--- src/common/csf_consts.svh ---
// offsets, field positions, reset values and counts of the clock start-up / fail-safe block
// assumes inclusion by bare name from the design file
`ifndef CSF_CONSTS_SVH
`define CSF_CONSTS_SVH

// register offsets on the plain register port
`define CSF_REG_OSC_CONTROL 3'h0
`define CSF_REG_OSC_TUNING 3'h1
`define CSF_REG_IRQ_ENABLE_TWO 3'h2
`define CSF_REG_IRQ_FLAGS_TWO 3'h3
`define CSF_REG_CONFIG_WORD 3'h4

// oscillator_control fields
`define CSF_OSC_FREQ_LSB 4
`define CSF_OSC_FREQ_MSB 6
`define CSF_OSC_TIMEOUT_BIT 3
`define CSF_OSC_HF_STABLE_BIT 2
`define CSF_OSC_LF_STABLE_BIT 1
`define CSF_OSC_CLKSEL_BIT 0

// irq enable / flag fields
`define CSF_IRQ_OSCFAIL_BIT 7
`define CSF_IRQ_IMPL_MASK 8'hF5

// configuration word readback fields
`define CSF_CFG_FAILMON_BIT 7
`define CSF_CFG_TWOSPEED_BIT 6
`define CSF_CFG_POWERUP_TIMER_BIT 4

// reset values
`define CSF_FREQ_RESET 3'h6
`define CSF_TUNE_RESET 5'h00
`define CSF_BYTE_RESET 8'h00

// oscillator configuration codes
`define CSF_MODE_LP 3'h0
`define CSF_MODE_XT 3'h1
`define CSF_MODE_HS 3'h2
`define CSF_MODE_EC 3'h3
`define CSF_MODE_INTIO 3'h4
`define CSF_MODE_INT 3'h5
`define CSF_MODE_RESISTOR_CAP_IO_MODE 3'h6
`define CSF_MODE_RC 3'h7

// start-up timer length in external oscillations
`define CSF_OST_CYCLES 11'h400
// sample clock is the low-frequency oscillator divided by 64 (6-bit counter)
`define CSF_SAMPLE_RISE_AT 6'h1F
`define CSF_SAMPLE_FALL_AT 6'h3F

`endif

--- src/common/csf_pkg.sv ---
// types of the clock start-up / fail-safe block
// assumes nothing beyond a SystemVerilog compiler
package csf_pkg;

	// clock sequencing states
	typedef enum logic [2:0] {
		CSF_POWERUP_TIMER_WAIT,
		CSF_STARTUP,
		CSF_INT_EDGE,
		CSF_HOLD_LOW,
		CSF_EXTERNAL,
		CSF_INTERNAL,
		CSF_SLEEP
	} csf_state_e;

endpackage

--- src/csf_clock_startup_failsafe.sv ---
// clock source sequencer: start-up timer, two-speed start-up, fail-safe monitor, registers
// assumes oscillator levels and config straps are synchronous samples taken on clk
//
// The register offsets and strobed register access were chosen for this implementation.
`timescale 1ns/10ps
`include "csf_consts.svh"

module csf_clock_startup_failsafe (
	input wire logic clk,
	input wire logic rst_n,
	input wire logic [2:0] addr,
	input wire logic [7:0] wrData,
	input wire logic wrStrobe,
	input wire logic rdStrobe,
	output logic [7:0] rdData,
	input wire logic extClkIn,
	input wire logic intOscIn,
	input wire logic lfOscIn,
	input wire logic [2:0] oscModeCfg,
	input wire logic twoSpeedCfg,
	input wire logic failMonCfg,
	input wire logic powerupTimerCfg,
	input wire logic powerupTimerDone,
	input wire logic sleepExec,
	input wire logic wakeEvent,
	output logic sysClkExternal,
	output logic sysClkHoldLow,
	output logic execHold,
	output logic startupTimeout,
	output logic failSafeActive,
	output logic oscFailIrq,
	output logic [2:0] intFreqSelect,
	output logic [4:0] oscTuning
);

	////////////////////////////////////////////////////////////////////////////////
	// decode helpers

	// crystal modes are the only ones that need a stabilisation wait
	function automatic logic isCrystal(input logic [2:0] mode);
		isCrystal = (mode == `CSF_MODE_LP) || (mode == `CSF_MODE_XT) ||
			(mode == `CSF_MODE_HS);
	endfunction

	function automatic logic isInternalMode(input logic [2:0] mode);
		isInternalMode = (mode == `CSF_MODE_INTIO) || (mode == `CSF_MODE_INT);
	endfunction

	// where a fresh start goes, from configuration and clock select
	function automatic csf_pkg::csf_state_e startRoute(input logic [2:0] mode,
		input logic selInternal);
		if (selInternal || isInternalMode(mode)) begin
			startRoute = csf_pkg::CSF_INTERNAL;
		end else if (isCrystal(mode)) begin
			startRoute = csf_pkg::CSF_STARTUP;
		end else begin
			startRoute = csf_pkg::CSF_EXTERNAL;
		end
	endfunction

	////////////////////////////////////////////////////////////////////////////////
	// state

	csf_pkg::csf_state_e state;
	csf_pkg::csf_state_e next_state;
	logic clkSelect;
	logic [2:0] freqSelect;
	logic [4:0] tuneValue;
	logic [7:0] irqEnable;
	logic [7:0] irqFlags;
	logic failSafe;
	logic timeoutStatus;
	logic extPrev;
	logic intPrev;
	logic lfPrev;
	logic [5:0] lfCount;
	logic seenLow;
	logic [10:0] ostCount;
	logic resetSeen;

	////////////////////////////////////////////////////////////////////////////////
	// edges and bus decode

	wire extFall = extPrev & ~extClkIn;
	wire intFall = intPrev & ~intOscIn;
	wire lfRise = ~lfPrev & lfOscIn;
	wire wrOsc = wrStrobe && (addr == `CSF_REG_OSC_CONTROL);
	wire wrTune = wrStrobe && (addr == `CSF_REG_OSC_TUNING);
	wire wrIrqEn = wrStrobe && (addr == `CSF_REG_IRQ_ENABLE_TWO);
	wire wrIrqFlag = wrStrobe && (addr == `CSF_REG_IRQ_FLAGS_TWO);
	wire newSelect = wrData[`CSF_OSC_CLKSEL_BIT];
	wire selToggle = wrOsc && (newSelect != clkSelect);

	////////////////////////////////////////////////////////////////////////////////
	// fail detector on the divided sample clock

	// divide by 64: high half when the counter's top bit is set
	wire sampleRise = lfRise && (lfCount == `CSF_SAMPLE_RISE_AT);
	wire sampleFall = lfRise && (lfCount == `CSF_SAMPLE_FALL_AT);
	// only watching once the external clock is the live source
	wire monitorActive = failMonCfg && (state == csf_pkg::CSF_EXTERNAL);
	// latch still clear at the end of a sample half-period means no low edge came
	wire oscFail = monitorActive && sampleFall && ~seenLow;

	////////////////////////////////////////////////////////////////////////////////
	// start-up timer and two-speed qualification

	// fail monitor forces two-speed so code always runs while the timer counts
	wire twoSpeedActive = (twoSpeedCfg || failMonCfg) && ~clkSelect &&
		isCrystal(oscModeCfg);
	wire ostDone = (state == csf_pkg::CSF_STARTUP) && extFall &&
		(ostCount == (`CSF_OST_CYCLES - 11'h001));
	// judged on the coming state so the hold lines up with the other clock outputs
	wire inStartup = (next_state == csf_pkg::CSF_STARTUP) ||
		(next_state == csf_pkg::CSF_INT_EDGE) || (next_state == csf_pkg::CSF_HOLD_LOW);
	// power-up wait lasts two clocks after reset when its timer is not enabled
	wire pwrtSkip = (state == csf_pkg::CSF_POWERUP_TIMER_WAIT) && resetSeen && ~powerupTimerCfg;
	// fail-safe restart keeps executing on the internal clock, as two-speed does
	wire next_execHold = inStartup && ~twoSpeedActive && ~failSafe;

	////////////////////////////////////////////////////////////////////////////////
	// sequencer

	// sleep beats everything, then a clock-select toggle, then the normal flow
	always_comb begin
		next_state = state;
		unique case (state)
			csf_pkg::CSF_POWERUP_TIMER_WAIT: begin
				if (powerupTimerDone || pwrtSkip) begin
					next_state = startRoute(oscModeCfg, clkSelect);
				end
			end
			csf_pkg::CSF_STARTUP: begin
				if (ostDone) begin
					next_state = csf_pkg::CSF_INT_EDGE;
				end
			end
			csf_pkg::CSF_INT_EDGE: begin
				if (intFall) begin
					next_state = csf_pkg::CSF_HOLD_LOW;
				end
			end
			csf_pkg::CSF_HOLD_LOW: begin
				if (extFall) begin
					next_state = csf_pkg::CSF_EXTERNAL;
				end
			end
			csf_pkg::CSF_EXTERNAL: begin
				if (oscFail) begin
					next_state = csf_pkg::CSF_INTERNAL;
				end
			end
			csf_pkg::CSF_INTERNAL: begin
				next_state = csf_pkg::CSF_INTERNAL;
			end
			csf_pkg::CSF_SLEEP: begin
				if (wakeEvent) begin
					next_state = startRoute(oscModeCfg, clkSelect);
				end
			end
		endcase
		if (sleepExec) begin
			next_state = csf_pkg::CSF_SLEEP;
		end else if (selToggle) begin
			// a toggle in fail-safe routes as for clock select 0, so only crystal modes re-run the external start-up
			next_state = failSafe ? startRoute(oscModeCfg, 1'b0) :
				startRoute(oscModeCfg, newSelect);
		end
	end

	// timeout status follows the external clock taking charge, from the hold-low gap on
	wire next_timeout = (next_state == csf_pkg::CSF_HOLD_LOW) ||
		(next_state == csf_pkg::CSF_EXTERNAL);

	// set on failure; cleared by sleep or when the external clock is back
	wire failSafeClear = sleepExec || ostDone ||
		(failSafe && selToggle && (next_state == csf_pkg::CSF_EXTERNAL));
	// sleep outranks a failure caught in the same cycle, as it does for the state
	wire next_failSafe = (oscFail && ~sleepExec) || (failSafe && ~failSafeClear);

	always_ff @(posedge clk or negedge rst_n) begin
		if (!rst_n) begin
			state <= csf_pkg::CSF_POWERUP_TIMER_WAIT;
		end else begin
			state <= next_state;
		end
	end

	// marks the first clock after reset for the power-up wait
	always_ff @(posedge clk or negedge rst_n) begin
		if (!rst_n) begin
			resetSeen <= 1'b0;
		end else begin
			resetSeen <= 1'b1;
		end
	end

	////////////////////////////////////////////////////////////////////////////////
	// edge history, sample divider, detector latch, start-up counter

	always_ff @(posedge clk or negedge rst_n) begin
		if (!rst_n) begin
			extPrev <= 1'b0;
			intPrev <= 1'b0;
			lfPrev <= 1'b0;
		end else begin
			extPrev <= extClkIn;
			intPrev <= intOscIn;
			lfPrev <= lfOscIn;
		end
	end

	always_ff @(posedge clk or negedge rst_n) begin
		if (!rst_n) begin
			lfCount <= 6'h00;
		end else if (lfRise) begin
			lfCount <= lfCount + 6'h01;
		end
	end

	// an external low edge in the clearing cycle still counts, so set wins
	always_ff @(posedge clk or negedge rst_n) begin
		if (!rst_n) begin
			seenLow <= 1'b0;
		end else if (extFall) begin
			seenLow <= 1'b1;
		end else if (sampleRise) begin
			seenLow <= 1'b0;
		end
	end

	// counts external falling edges; restarts whenever start-up is left
	always_ff @(posedge clk or negedge rst_n) begin
		if (!rst_n) begin
			ostCount <= 11'h000;
		end else if (state != csf_pkg::CSF_STARTUP || next_state != csf_pkg::CSF_STARTUP) begin
			ostCount <= 11'h000;
		end else if (extFall) begin
			ostCount <= ostCount + 11'h001;
		end
	end

	always_ff @(posedge clk or negedge rst_n) begin
		if (!rst_n) begin
			failSafe <= 1'b0;
			timeoutStatus <= 1'b0;
		end else begin
			failSafe <= next_failSafe;
			timeoutStatus <= next_timeout;
		end
	end

	////////////////////////////////////////////////////////////////////////////////
	// software registers

	// automatic switches leave clock select untouched; only software writes it
	always_ff @(posedge clk or negedge rst_n) begin
		if (!rst_n) begin
			clkSelect <= 1'b0;
			freqSelect <= `CSF_FREQ_RESET;
		end else if (wrOsc) begin
			clkSelect <= newSelect;
			freqSelect <= wrData[`CSF_OSC_FREQ_MSB:`CSF_OSC_FREQ_LSB];
		end
	end

	always_ff @(posedge clk or negedge rst_n) begin
		if (!rst_n) begin
			tuneValue <= `CSF_TUNE_RESET;
			irqEnable <= `CSF_BYTE_RESET;
		end else begin
			if (wrTune) begin
				tuneValue <= wrData[4:0];
			end
			if (wrIrqEn) begin
				irqEnable <= wrData & `CSF_IRQ_IMPL_MASK;
			end
		end
	end

	// fail flag: a write of zero is refused while fail-safe stands; hardware set wins
	wire flagKeep = irqFlags[`CSF_IRQ_OSCFAIL_BIT] && failSafe;
	wire next_failFlag = oscFail ||
		(wrIrqFlag ? (wrData[`CSF_IRQ_OSCFAIL_BIT] || flagKeep) :
		irqFlags[`CSF_IRQ_OSCFAIL_BIT]);
	wire [7:0] flagOthers = wrIrqFlag ? (wrData & `CSF_IRQ_IMPL_MASK) : irqFlags;
	wire [7:0] failBit = 8'h01 << `CSF_IRQ_OSCFAIL_BIT;
	wire [7:0] next_irqFlags = (flagOthers & ~failBit) | (next_failFlag ? failBit : 8'h00);

	always_ff @(posedge clk or negedge rst_n) begin
		if (!rst_n) begin
			irqFlags <= `CSF_BYTE_RESET;
		end else begin
			irqFlags <= next_irqFlags;
		end
	end

	////////////////////////////////////////////////////////////////////////////////
	// read path

	wire hfStable = (freqSelect != 3'h0);
	wire lfStable = (freqSelect == 3'h0) || failMonCfg || powerupTimerCfg;
	wire [7:0] oscControlRead = {1'b0, freqSelect, timeoutStatus, hfStable, lfStable, clkSelect};
	wire [7:0] configRead = {failMonCfg, twoSpeedCfg, 1'b0, powerupTimerCfg, 1'b0, oscModeCfg};
	logic [7:0] readMux;

	// unmapped offsets read as zero
	always_comb begin
		readMux = 8'h00;
		unique case (addr)
			`CSF_REG_OSC_CONTROL: readMux = oscControlRead;
			`CSF_REG_OSC_TUNING: readMux = {3'h0, tuneValue};
			`CSF_REG_IRQ_ENABLE_TWO: readMux = irqEnable;
			`CSF_REG_IRQ_FLAGS_TWO: readMux = irqFlags;
			`CSF_REG_CONFIG_WORD: readMux = configRead;
			default: readMux = 8'h00;
		endcase
	end

	// data stand only in the cycle after the strobe
	always_ff @(posedge clk or negedge rst_n) begin
		if (!rst_n) begin
			rdData <= 8'h00;
		end else begin
			rdData <= rdStrobe ? readMux : 8'h00;
		end
	end

	////////////////////////////////////////////////////////////////////////////////
	// registered outputs

	// enable taken as it will stand, so a write of the enable shows at once
	wire next_irqEnable = wrIrqEn ? wrData[`CSF_IRQ_OSCFAIL_BIT] :
		irqEnable[`CSF_IRQ_OSCFAIL_BIT];
	wire next_irq = next_irqFlags[`CSF_IRQ_OSCFAIL_BIT] && next_irqEnable;

	// internal clock runs whenever neither external nor held low, at the selected frequency
	always_ff @(posedge clk or negedge rst_n) begin
		if (!rst_n) begin
			sysClkExternal <= 1'b0;
			sysClkHoldLow <= 1'b0;
			execHold <= 1'b0;
			startupTimeout <= 1'b0;
			failSafeActive <= 1'b0;
			oscFailIrq <= 1'b0;
			intFreqSelect <= `CSF_FREQ_RESET;
			oscTuning <= `CSF_TUNE_RESET;
		end else begin
			sysClkExternal <= (next_state == csf_pkg::CSF_EXTERNAL);
			sysClkHoldLow <= (next_state == csf_pkg::CSF_HOLD_LOW);
			execHold <= next_execHold || (next_state == csf_pkg::CSF_POWERUP_TIMER_WAIT);
			startupTimeout <= next_timeout;
			failSafeActive <= next_failSafe;
			oscFailIrq <= next_irq;
			intFreqSelect <= wrOsc ? wrData[`CSF_OSC_FREQ_MSB:`CSF_OSC_FREQ_LSB] :
				freqSelect;
			oscTuning <= wrTune ? wrData[4:0] : tuneValue;
		end
	end

endmodule // csf_clock_startup_failsafe

--- config.mk ---
export PLATFORM = sky130hd
export DESIGN_NAME = csf_clock_startup_failsafe
export DESIGN_NICKNAME = d
export VERILOG_FILES = /design/src/common/csf_pkg.sv /design/src/csf_clock_startup_failsafe.sv
export VERILOG_INCLUDE_DIRS = /design/src /design/src/common
export SDC_FILE = /design/constraint.sdc
export NUM_CORES = 1
export LEC_CHECK = 0
export BUFFER_PORTS_ARGS = -buffer_cell sky130_fd_sc_hd__buf_2
export CORE_ASPECT_RATIO = 0.5
export CORE_MARGIN = 1.5
export CORE_UTILIZATION = 54
export CTS_CLUSTER_DIAMETER = 200
export CTS_CLUSTER_SIZE = 30
export DETAILED_ROUTE_END_ITERATION = 12
export HOLD_SLACK_MARGIN = 0.03
export PLACE_DENSITY = 0.77
export SLEW_MARGIN = 30
export SYNTH_ARGS = -nofsm -noshare
export SYNTH_HDL_FRONTEND = slang
export SYNTH_SLANG_ARGS = --single-unit
export TNS_END_PERCENT = 20
--- constraint.sdc ---
create_clock -name clk -period 2.49 [get_ports clk]
set_input_delay 0.249 -clock clk [delete_from_list [all_inputs] [get_ports clk]]
set_output_delay 0.249 -clock clk [all_outputs]
set_load 0.005 [all_outputs]
==> results of run 1 <==
## state kept, by name, indices dropped and copies added (netlist names)
| name | count |
|---|---|
| lfCount | 6 |
| startupTimeout | 1 |
| failSafeActive | 1 |
| clkSelect | 1 |
| sysClkHoldLow | 1 |
| oscFailIrq | 1 |
| resetSeen | 1 |
| seenLow | 1 |
| execHold | 1 |
| extPrev | 1 |
| irqFlags | 6 |
| intPrev | 1 |
| state | 3 |
| ostCount | 11 |
| lfPrev | 1 |
| irqEnable | 6 |
| tuneValue | 5 |
| sysClkExternal | 1 |
| freqSelect | 3 |
| rdData | 8 |
## through the flow
stage	hold slack (ns)	instances	setup WS [ns]
6_report	0.04831	395	0.2917
5_1_grt	0.04268	395	0.1803
4_1_cts	0.04108	395	0.2839
3_5_place_dp	0.3041	378	0.2947
3_3_place_gp	0.2849	378	0.3865
2_1_floorplan	-0.04659	264	0.4016
## power by group
part,internal (W),switching [W],total (W)
clock network,0.000478,0.000381,0.000859
logic,0.000240,0.000212,0.000452
registers,0.00113,0.000126,0.00126
total,0.00185,0.000719,0.00257
## layout make-up
| type | instances | share of cell area [%] |
|---|---|---|
| Clock buffer | 10 | 3.955 |
| Timing Repair Buffer | 54 | 8.342 |
| Sequential cell | 60 | 43.22 |
| Inverter | 3 | 0.3236 |
| Multi-Input combinational cell | 193 | 40.13 |
| Tap cell | 70 | 2.517 |
| Clock inverter | 5 | 1.510 |
## kinds of logic (layout without fill, tap and decap cells)
| group | after synthesis | after routing | synth area share [%] |
|---|---|---|---|
| muxes | 29 | 29 | 10.73 |
| adders and majority gates | 2 | 2 | 0.8445 |
| xor gates and xnor gates | 15 | 15 | 4.434 |
| DFF | 60 | 60 | 50.76 |
| and+or+nand+nor | 104 | 104 | 21.28 |
| AOI/OAI and AO/OA | 42 | 42 | 9.713 |
| other | 1 | 1 | 0.1266 |
| buffers and inverters | 11 | 72 | 2.111 |
## what timing repair did
action / 4_1_cts / 5_1_grt
gates resized for setup: 0 / 0
endpoints found under the hold margin: 28 / 0
hold buffers: 2 / 0
## path summary, 6_finish.rpt
kind,start,endpoint,slack [ns],cells past startpoint
setup / recovery,state[0],ostCount[1],0.29,6
hold / removal,lfOscIn,lfPrev,0.05,1
setup reg to reg,state[0],ostCount[1],0.29,6
hold reg to reg,lfCount[5],lfCount[5],0.51,1
max in group asynchronous,rst_n,freqSelect[1],1.32,3
min in group asynchronous,rst_n,irqFlags[4],0.45,2
## cells in the mapped netlist (2+ instances only)
cell type   n  area, µm²
a211oi_1    2      15.01
nand4_1     6      37.54
xnor2_1     7      61.31
dfrtp_1    58       1451
nand2_1    17      63.81
or2_1       2      12.51
ha_1        2      25.02
o31ai_1     2      15.01
nor2_2      9      56.30
nor3_1      3      15.01
clkbuf_1    2      7.510
buf_2       2      10.01
and2_1      6      37.54
nor2_1     16      60.06
mux2_2     22      247.7
inv_1       3      11.26
o22ai_1     5      31.28
a21oi_2     3      26.28
nand3b_1    2      15.01
nor3b_1     2      15.01
nand2b_1    6      37.54
xor2_1      8      70.07
a22oi_1     3      22.52
o21ai_0     5      25.02
or2_2       2      12.51
mux2i_1     7      70.07
a21oi_1    13      65.06
o211ai_1    2      15.01
and3_1      2      12.51
buf_6       2      22.52
or4_1       3      22.52
dfstp_2     2      52.55
nand4b_1    3      26.28
nor2b_1     8      50.05
nand3_1     7      35.03
## metal layers
metal	routed length (µm)	up-vias	part of all wire, %	global-route usage (%)
met3	389	9	6.4	8.619
met4	108	0	1.8	7.519
met5	0	-	0	0
met1	2744	1075	45	29.91
met2	2857	69	47	35.30
li1	-	1055	-	-
## worst max-delay path, stage by stage (launching register included)
cell     delay, ns
dfrtp_1       0.50
or3b_4        0.43
or4_4         0.51
and2_4        0.19
a21oi_2       0.13
or3_4         0.24
a21oi_1       0.06
==> impl_metrics.json, run 1 <==
{
  "chipHeight_um": 55.38,
  "power_density_nw_per_um2": 738.4,
  "worst_path_class_setup": "flop to flop",
  "fill_cells": 404,
  "multi_input_comb_area_um2": 1396,
  "clk_pin_slew_ns": 0.07,
  "mostFrequentLayoutCells": "dfrtp_1 (58), buf_2 (48), mux2_2 (22)",
  "ys.flop_type": "dfrtp_1",
  "avgRoutedWirePerCell_um": 15.44,
  "finalNetCount": 350,
  "report.final.setup_viol": 0,
  "diodes": 0,
  "finalWeightedCongestion": 0.9074,
  "finalCriticalPeriod_ns": 2.198,
  "timing.hold.worst.class": "input port to flop",
  "fin_tns_setup_ns": 0,
  "clock_sinks": 60,
  "vias": 2208,
  "h-tree-depth": 3,
  "vdd_drop_max_mv": 0.4226,
  "std_cell_rows": 18,
  "total_power_w": 0.002569,
  "grt_setup_unrepaired": "no",
  "io_buffer_count": 48,
  "grt_overflow": 0,
  "max_root_sink_buffers": 2,
  "post-cts-setup-buffer-count": 0,
  "synth_seq_cells": 60,
  "start_util_pct": 58.21,
  "hold_viol_final": 0,
  "startpoint_type": "flop",
  "period_share_pct": 88.29,
  "cts.root.buffer_cell": "clkbuf_8",
  "fin_skew_ns": 0.005446,
  "synth_cell_type_count": 55,
  "drt-vias-per-instance": 5.590,
  "proportion_of_synthesized_chip_area_in_sequential_cells_pct": 50.76,
  "worst_pin_slew_ns": 0.7219,
  "worstPathMaxFanout": 11,
  "maxCapViolCount": 0,
  "drt_wl_total_mm": 6.099,
  "finalMaxSlewViolations": 0,
  "drt_pre_antenna_iters": 4,
  "mappedNetlistArea_um2": 2963,
  "synth_edf_count": 0,
  "i_o_pin_count": 49,
  "chipWidth_um": 107.8,
  "total_leakage_power_nw": 1.539,
  "worstPathRequired_ns": 2.72,
  "detail-route-antenna-nets": 0,
  "avg_cell_area_syn_um2": 11.22,
  "initial_antenna_violation_count": 0,
  "detail_route.iter0.violations": 118,
  "clock_insertion_delay_worst_skew_ns": 0.34,
  "design.die.area_um2": 5967,
  "cts_inserted_buffers": 9,
  "timing.max_slew.rel_slack_pct": 51.46,
  "area_growth_from_synthesis_to_layout_pct": 17.44,
  "fin_util_pct": 68.36,
  "detailed_place.area_um2": 3269,
  "detailed_placement_hpwl_mm": 4.562,
  "async_flop_share_pct": 100.0,
  "yosys_warnings": 0,
  "grt_start_max_net_pins": 30,
  "cts_tree": "done",
  "synthCells": 264,
  "seqCellArea_um2": 1504,
  "layout_commonest_cell": "dfrtp_1",
  "drcViolationCount": 0,
  "first_global_vias": 2186,
  "cp.arrival_ns": 2.43,
  "coreArea_um2": 5090,
  "crit_path_end_kind": "flop",
  "wire_length_of_the_first_global_routing_pass_mm": 10.38,
  "layout-drive-gt1-share_pct": 35.08,
  "grt_use_total_pct": 22.86,
  "synth_nets": 293,
  "final_design_area_no_fill_um2": 3480,
  "max_freq_mhz": 454.9,
  "run_status": "finished, final reports clean"
}
(Power assumes the default switching activity.)
==> run 2: changes to the inputs <==
CORE_ASPECT_RATIO = 1.1   (was 0.5)
==> run 2 against run 1 <==
  * Clock skew rose by 0.0065 ns
  * Via count up 1.0%
  * Count of clock-buffer cells in the layout grew 2
  * Hold slack gained 0.00070 ns
  * Register-to-register slack is essentially flat
  * Die area decreased by 0.44%
  * Power is 9.7% higher
  * Maximum frequency fell by 0.29%
  * Largest cell class unchanged
==> impl_metrics.json, run 2 (synthesis gave the netlist of run 1 again) <==
{
  "area_growth_from_synthesis_to_layout_pct": 20.86,
  "biggestRegsByFlops": "ostCount x11, rdData x8",
  "layout_commonest_cell": "dfrtp_1",
  "pwr-share-clk_pct": 39.0,
  "cts_tree": "done",
  "netSwitchingPower_w": 0.0007217,
  "fin_util_pct": 67.25,
  "startpoint_type": "flop",
  "fin_skew_ns": 0.01191,
  "postLayoutSetupSlackWorst_ns": 0.2854,
  "detail_route.iter0.violations": 168,
  "drt_wl_total_mm": 6.195,
  "start_util_pct": 55.64,
  "detailedPlace.worstSlack_ns": 0.2990,
  "seq_power_share_pct": 44.6,
  "coreArea_um2": 5325,
  "fill_cells": 429,
  "i_o_pin_count": 49,
  "chipHeight_um": 80.69,
  "drt_pre_antenna_iters": 4,
  "grt_start_max_net_pins": 32,
  "grt_overflow": 0,
  "cts.root.buffer_cell": "clkbuf_8",
  "mostFrequentLayoutCells": "dfrtp_1 (58), buf_2 (48), mux2_2 (22)",
  "clock_insertion_delay_worst_skew_ns": 0.34,
  "detail-route-antenna-nets": 0,
  "worstPathMaxFanout": 11,
  "internal_power_w": 0.002097,
  "initial_antenna_violation_count": 0,
  "largest_register_ffs": 11,
  "design.die.area_um2": 5941,
  "max_root_sink_buffers": 2,
  "worst_pin_slew_ns": 0.7027,
  "timing.hold.worst.class": "input port to flop",
  "grt_setup_unrepaired": "no",
  "fin_tns_setup_ns": 0,
  "layout-drive-gt1-share_pct": 35.56,
  "hold_viol_final": 0,
  "h-tree-depth": 3,
  "avgRoutedWirePerCell_um": 15.33,
  "period_share_pct": 88.54,
  "detailed_placement_hpwl_mm": 4.507,
  "power_density_nw_per_um2": 787.3,
  "max_freq_mhz": 453.6,
  "wire_length_of_the_first_global_routing_pass_mm": 10.28,
  "total_leakage_power_nw": 1.587,
  "worstPathRequired_ns": 2.71,
  "cp.arrival_ns": 2.43,
  "cts_inserted_buffers": 9,
  "timing.max_slew.rel_slack_pct": 53.15,
  "max_flop_register": "ostCount",
  "maxCapViolCount": 0,
  "clock_sinks": 60,
  "first_global_vias": 2249,
  "finalCriticalPeriod_ns": 2.205,
  "clk_pin_slew_ns": 0.07,
  "io_buffer_count": 48,
  "post-cts-setup-buffer-count": 0,
  "p_comb_share_pct": 16.4,
  "report.final.setup_viol": 0,
  "finalWeightedCongestion": 0.8848,
  "grt_use_total_pct": 23.05,
  "finalMaxSlewViolations": 0,
  "vias": 2230,
  "chipWidth_um": 73.63,
  "run_status": "finished, final reports clean",
  "hold_bufs_inserted_after_cts": 2,
  "vdd_drop_max_mv": 0.4597,
  "diodes": 0,
  "worst_path_class_setup": "flop to flop",
  "netSwitchingFraction_pct": 25.60,
  "drt-vias-per-instance": 5.520,
  "std_cell_rows": 28,
  "crit_path_end_kind": "flop",
  "drcViolationCount": 0,
  "cts_resized": 0,
  "finalNetCount": 353
}
[run 2: worst paths after layout]
check                            from             to  slack, ns  cells past startpoint
hold / removal                lfOscIn         lfPrev       0.05                      1
max in group asynchronous       rst_n  freqSelect[1]       1.31                      3
setup reg to reg             state[0]    ostCount[7]       0.29                      6
hold reg to reg            lfCount[4]     lfCount[4]       0.50                      1
setup / recovery             state[0]    ostCount[7]       0.29                      6
min in group asynchronous       rst_n  sysClkHoldLow       0.49                      2
[run 2: power groups by stage]
stage,logic [W],registers (W),clock network [W]
floorplan,0.000314,0.00124,0
global placement,0.000447,0.00127,0
detailed placement,0.000462,0.00127,0
CTS,0.000468,0.00126,0.00111
global route,0.000519,0.00128,0.00115
finish,0.000463,0.00126,0.00110
[run 2: layout make-up]
cell class / instances / area, µm² / area share (%)
clock buffer: 12 / 155.1 / 4.333
clock inverter: 4 / 95.09 / 2.655
inverter: 3 / 11.26 / 0.3145
multi-input combinational: 193 / 1396 / 38.99
sequential: 60 / 1504 / 42.00
tap: 75 / 93.84 / 2.621
timing repair buffer: 57 / 325.3 / 9.085
[run 2: per-layer routing]
layer  GRT usage [%]  part of all wire [%]  wire, µm  vias up
met4           11.48                   2.3       142        0
met1           28.12                    44      2717     1086
met3           4.893                   5.4       337       15
met2           38.11                    48      2996       71
met5               0                     0         0        -
li1                -                     -         -     1058
[run 2: metrics by stage]
step	hold slack [ns]	area [µm²]	std cells	total power, W
2_1_floorplan	-0.04659	2963	264	0.001556
3_3_place_gp	0.3164	3311	386	0.001716
3_5_place_dp	0.3264	3311	386	0.001736
4_1_cts	0.03863	3581	404	0.002838
5_1_grt	0.05166	3581	404	0.002949
6_report	0.04901	3581	404	0.002819
[run 2: worst max-delay path, cell delays in order (launching register included)]
cell     delay [ns]
dfrtp_1        0.50
or3b_4         0.43
or4_4          0.51
and2_4         0.20
a21oi_2        0.13
or3_4          0.25
nor2_2         0.06
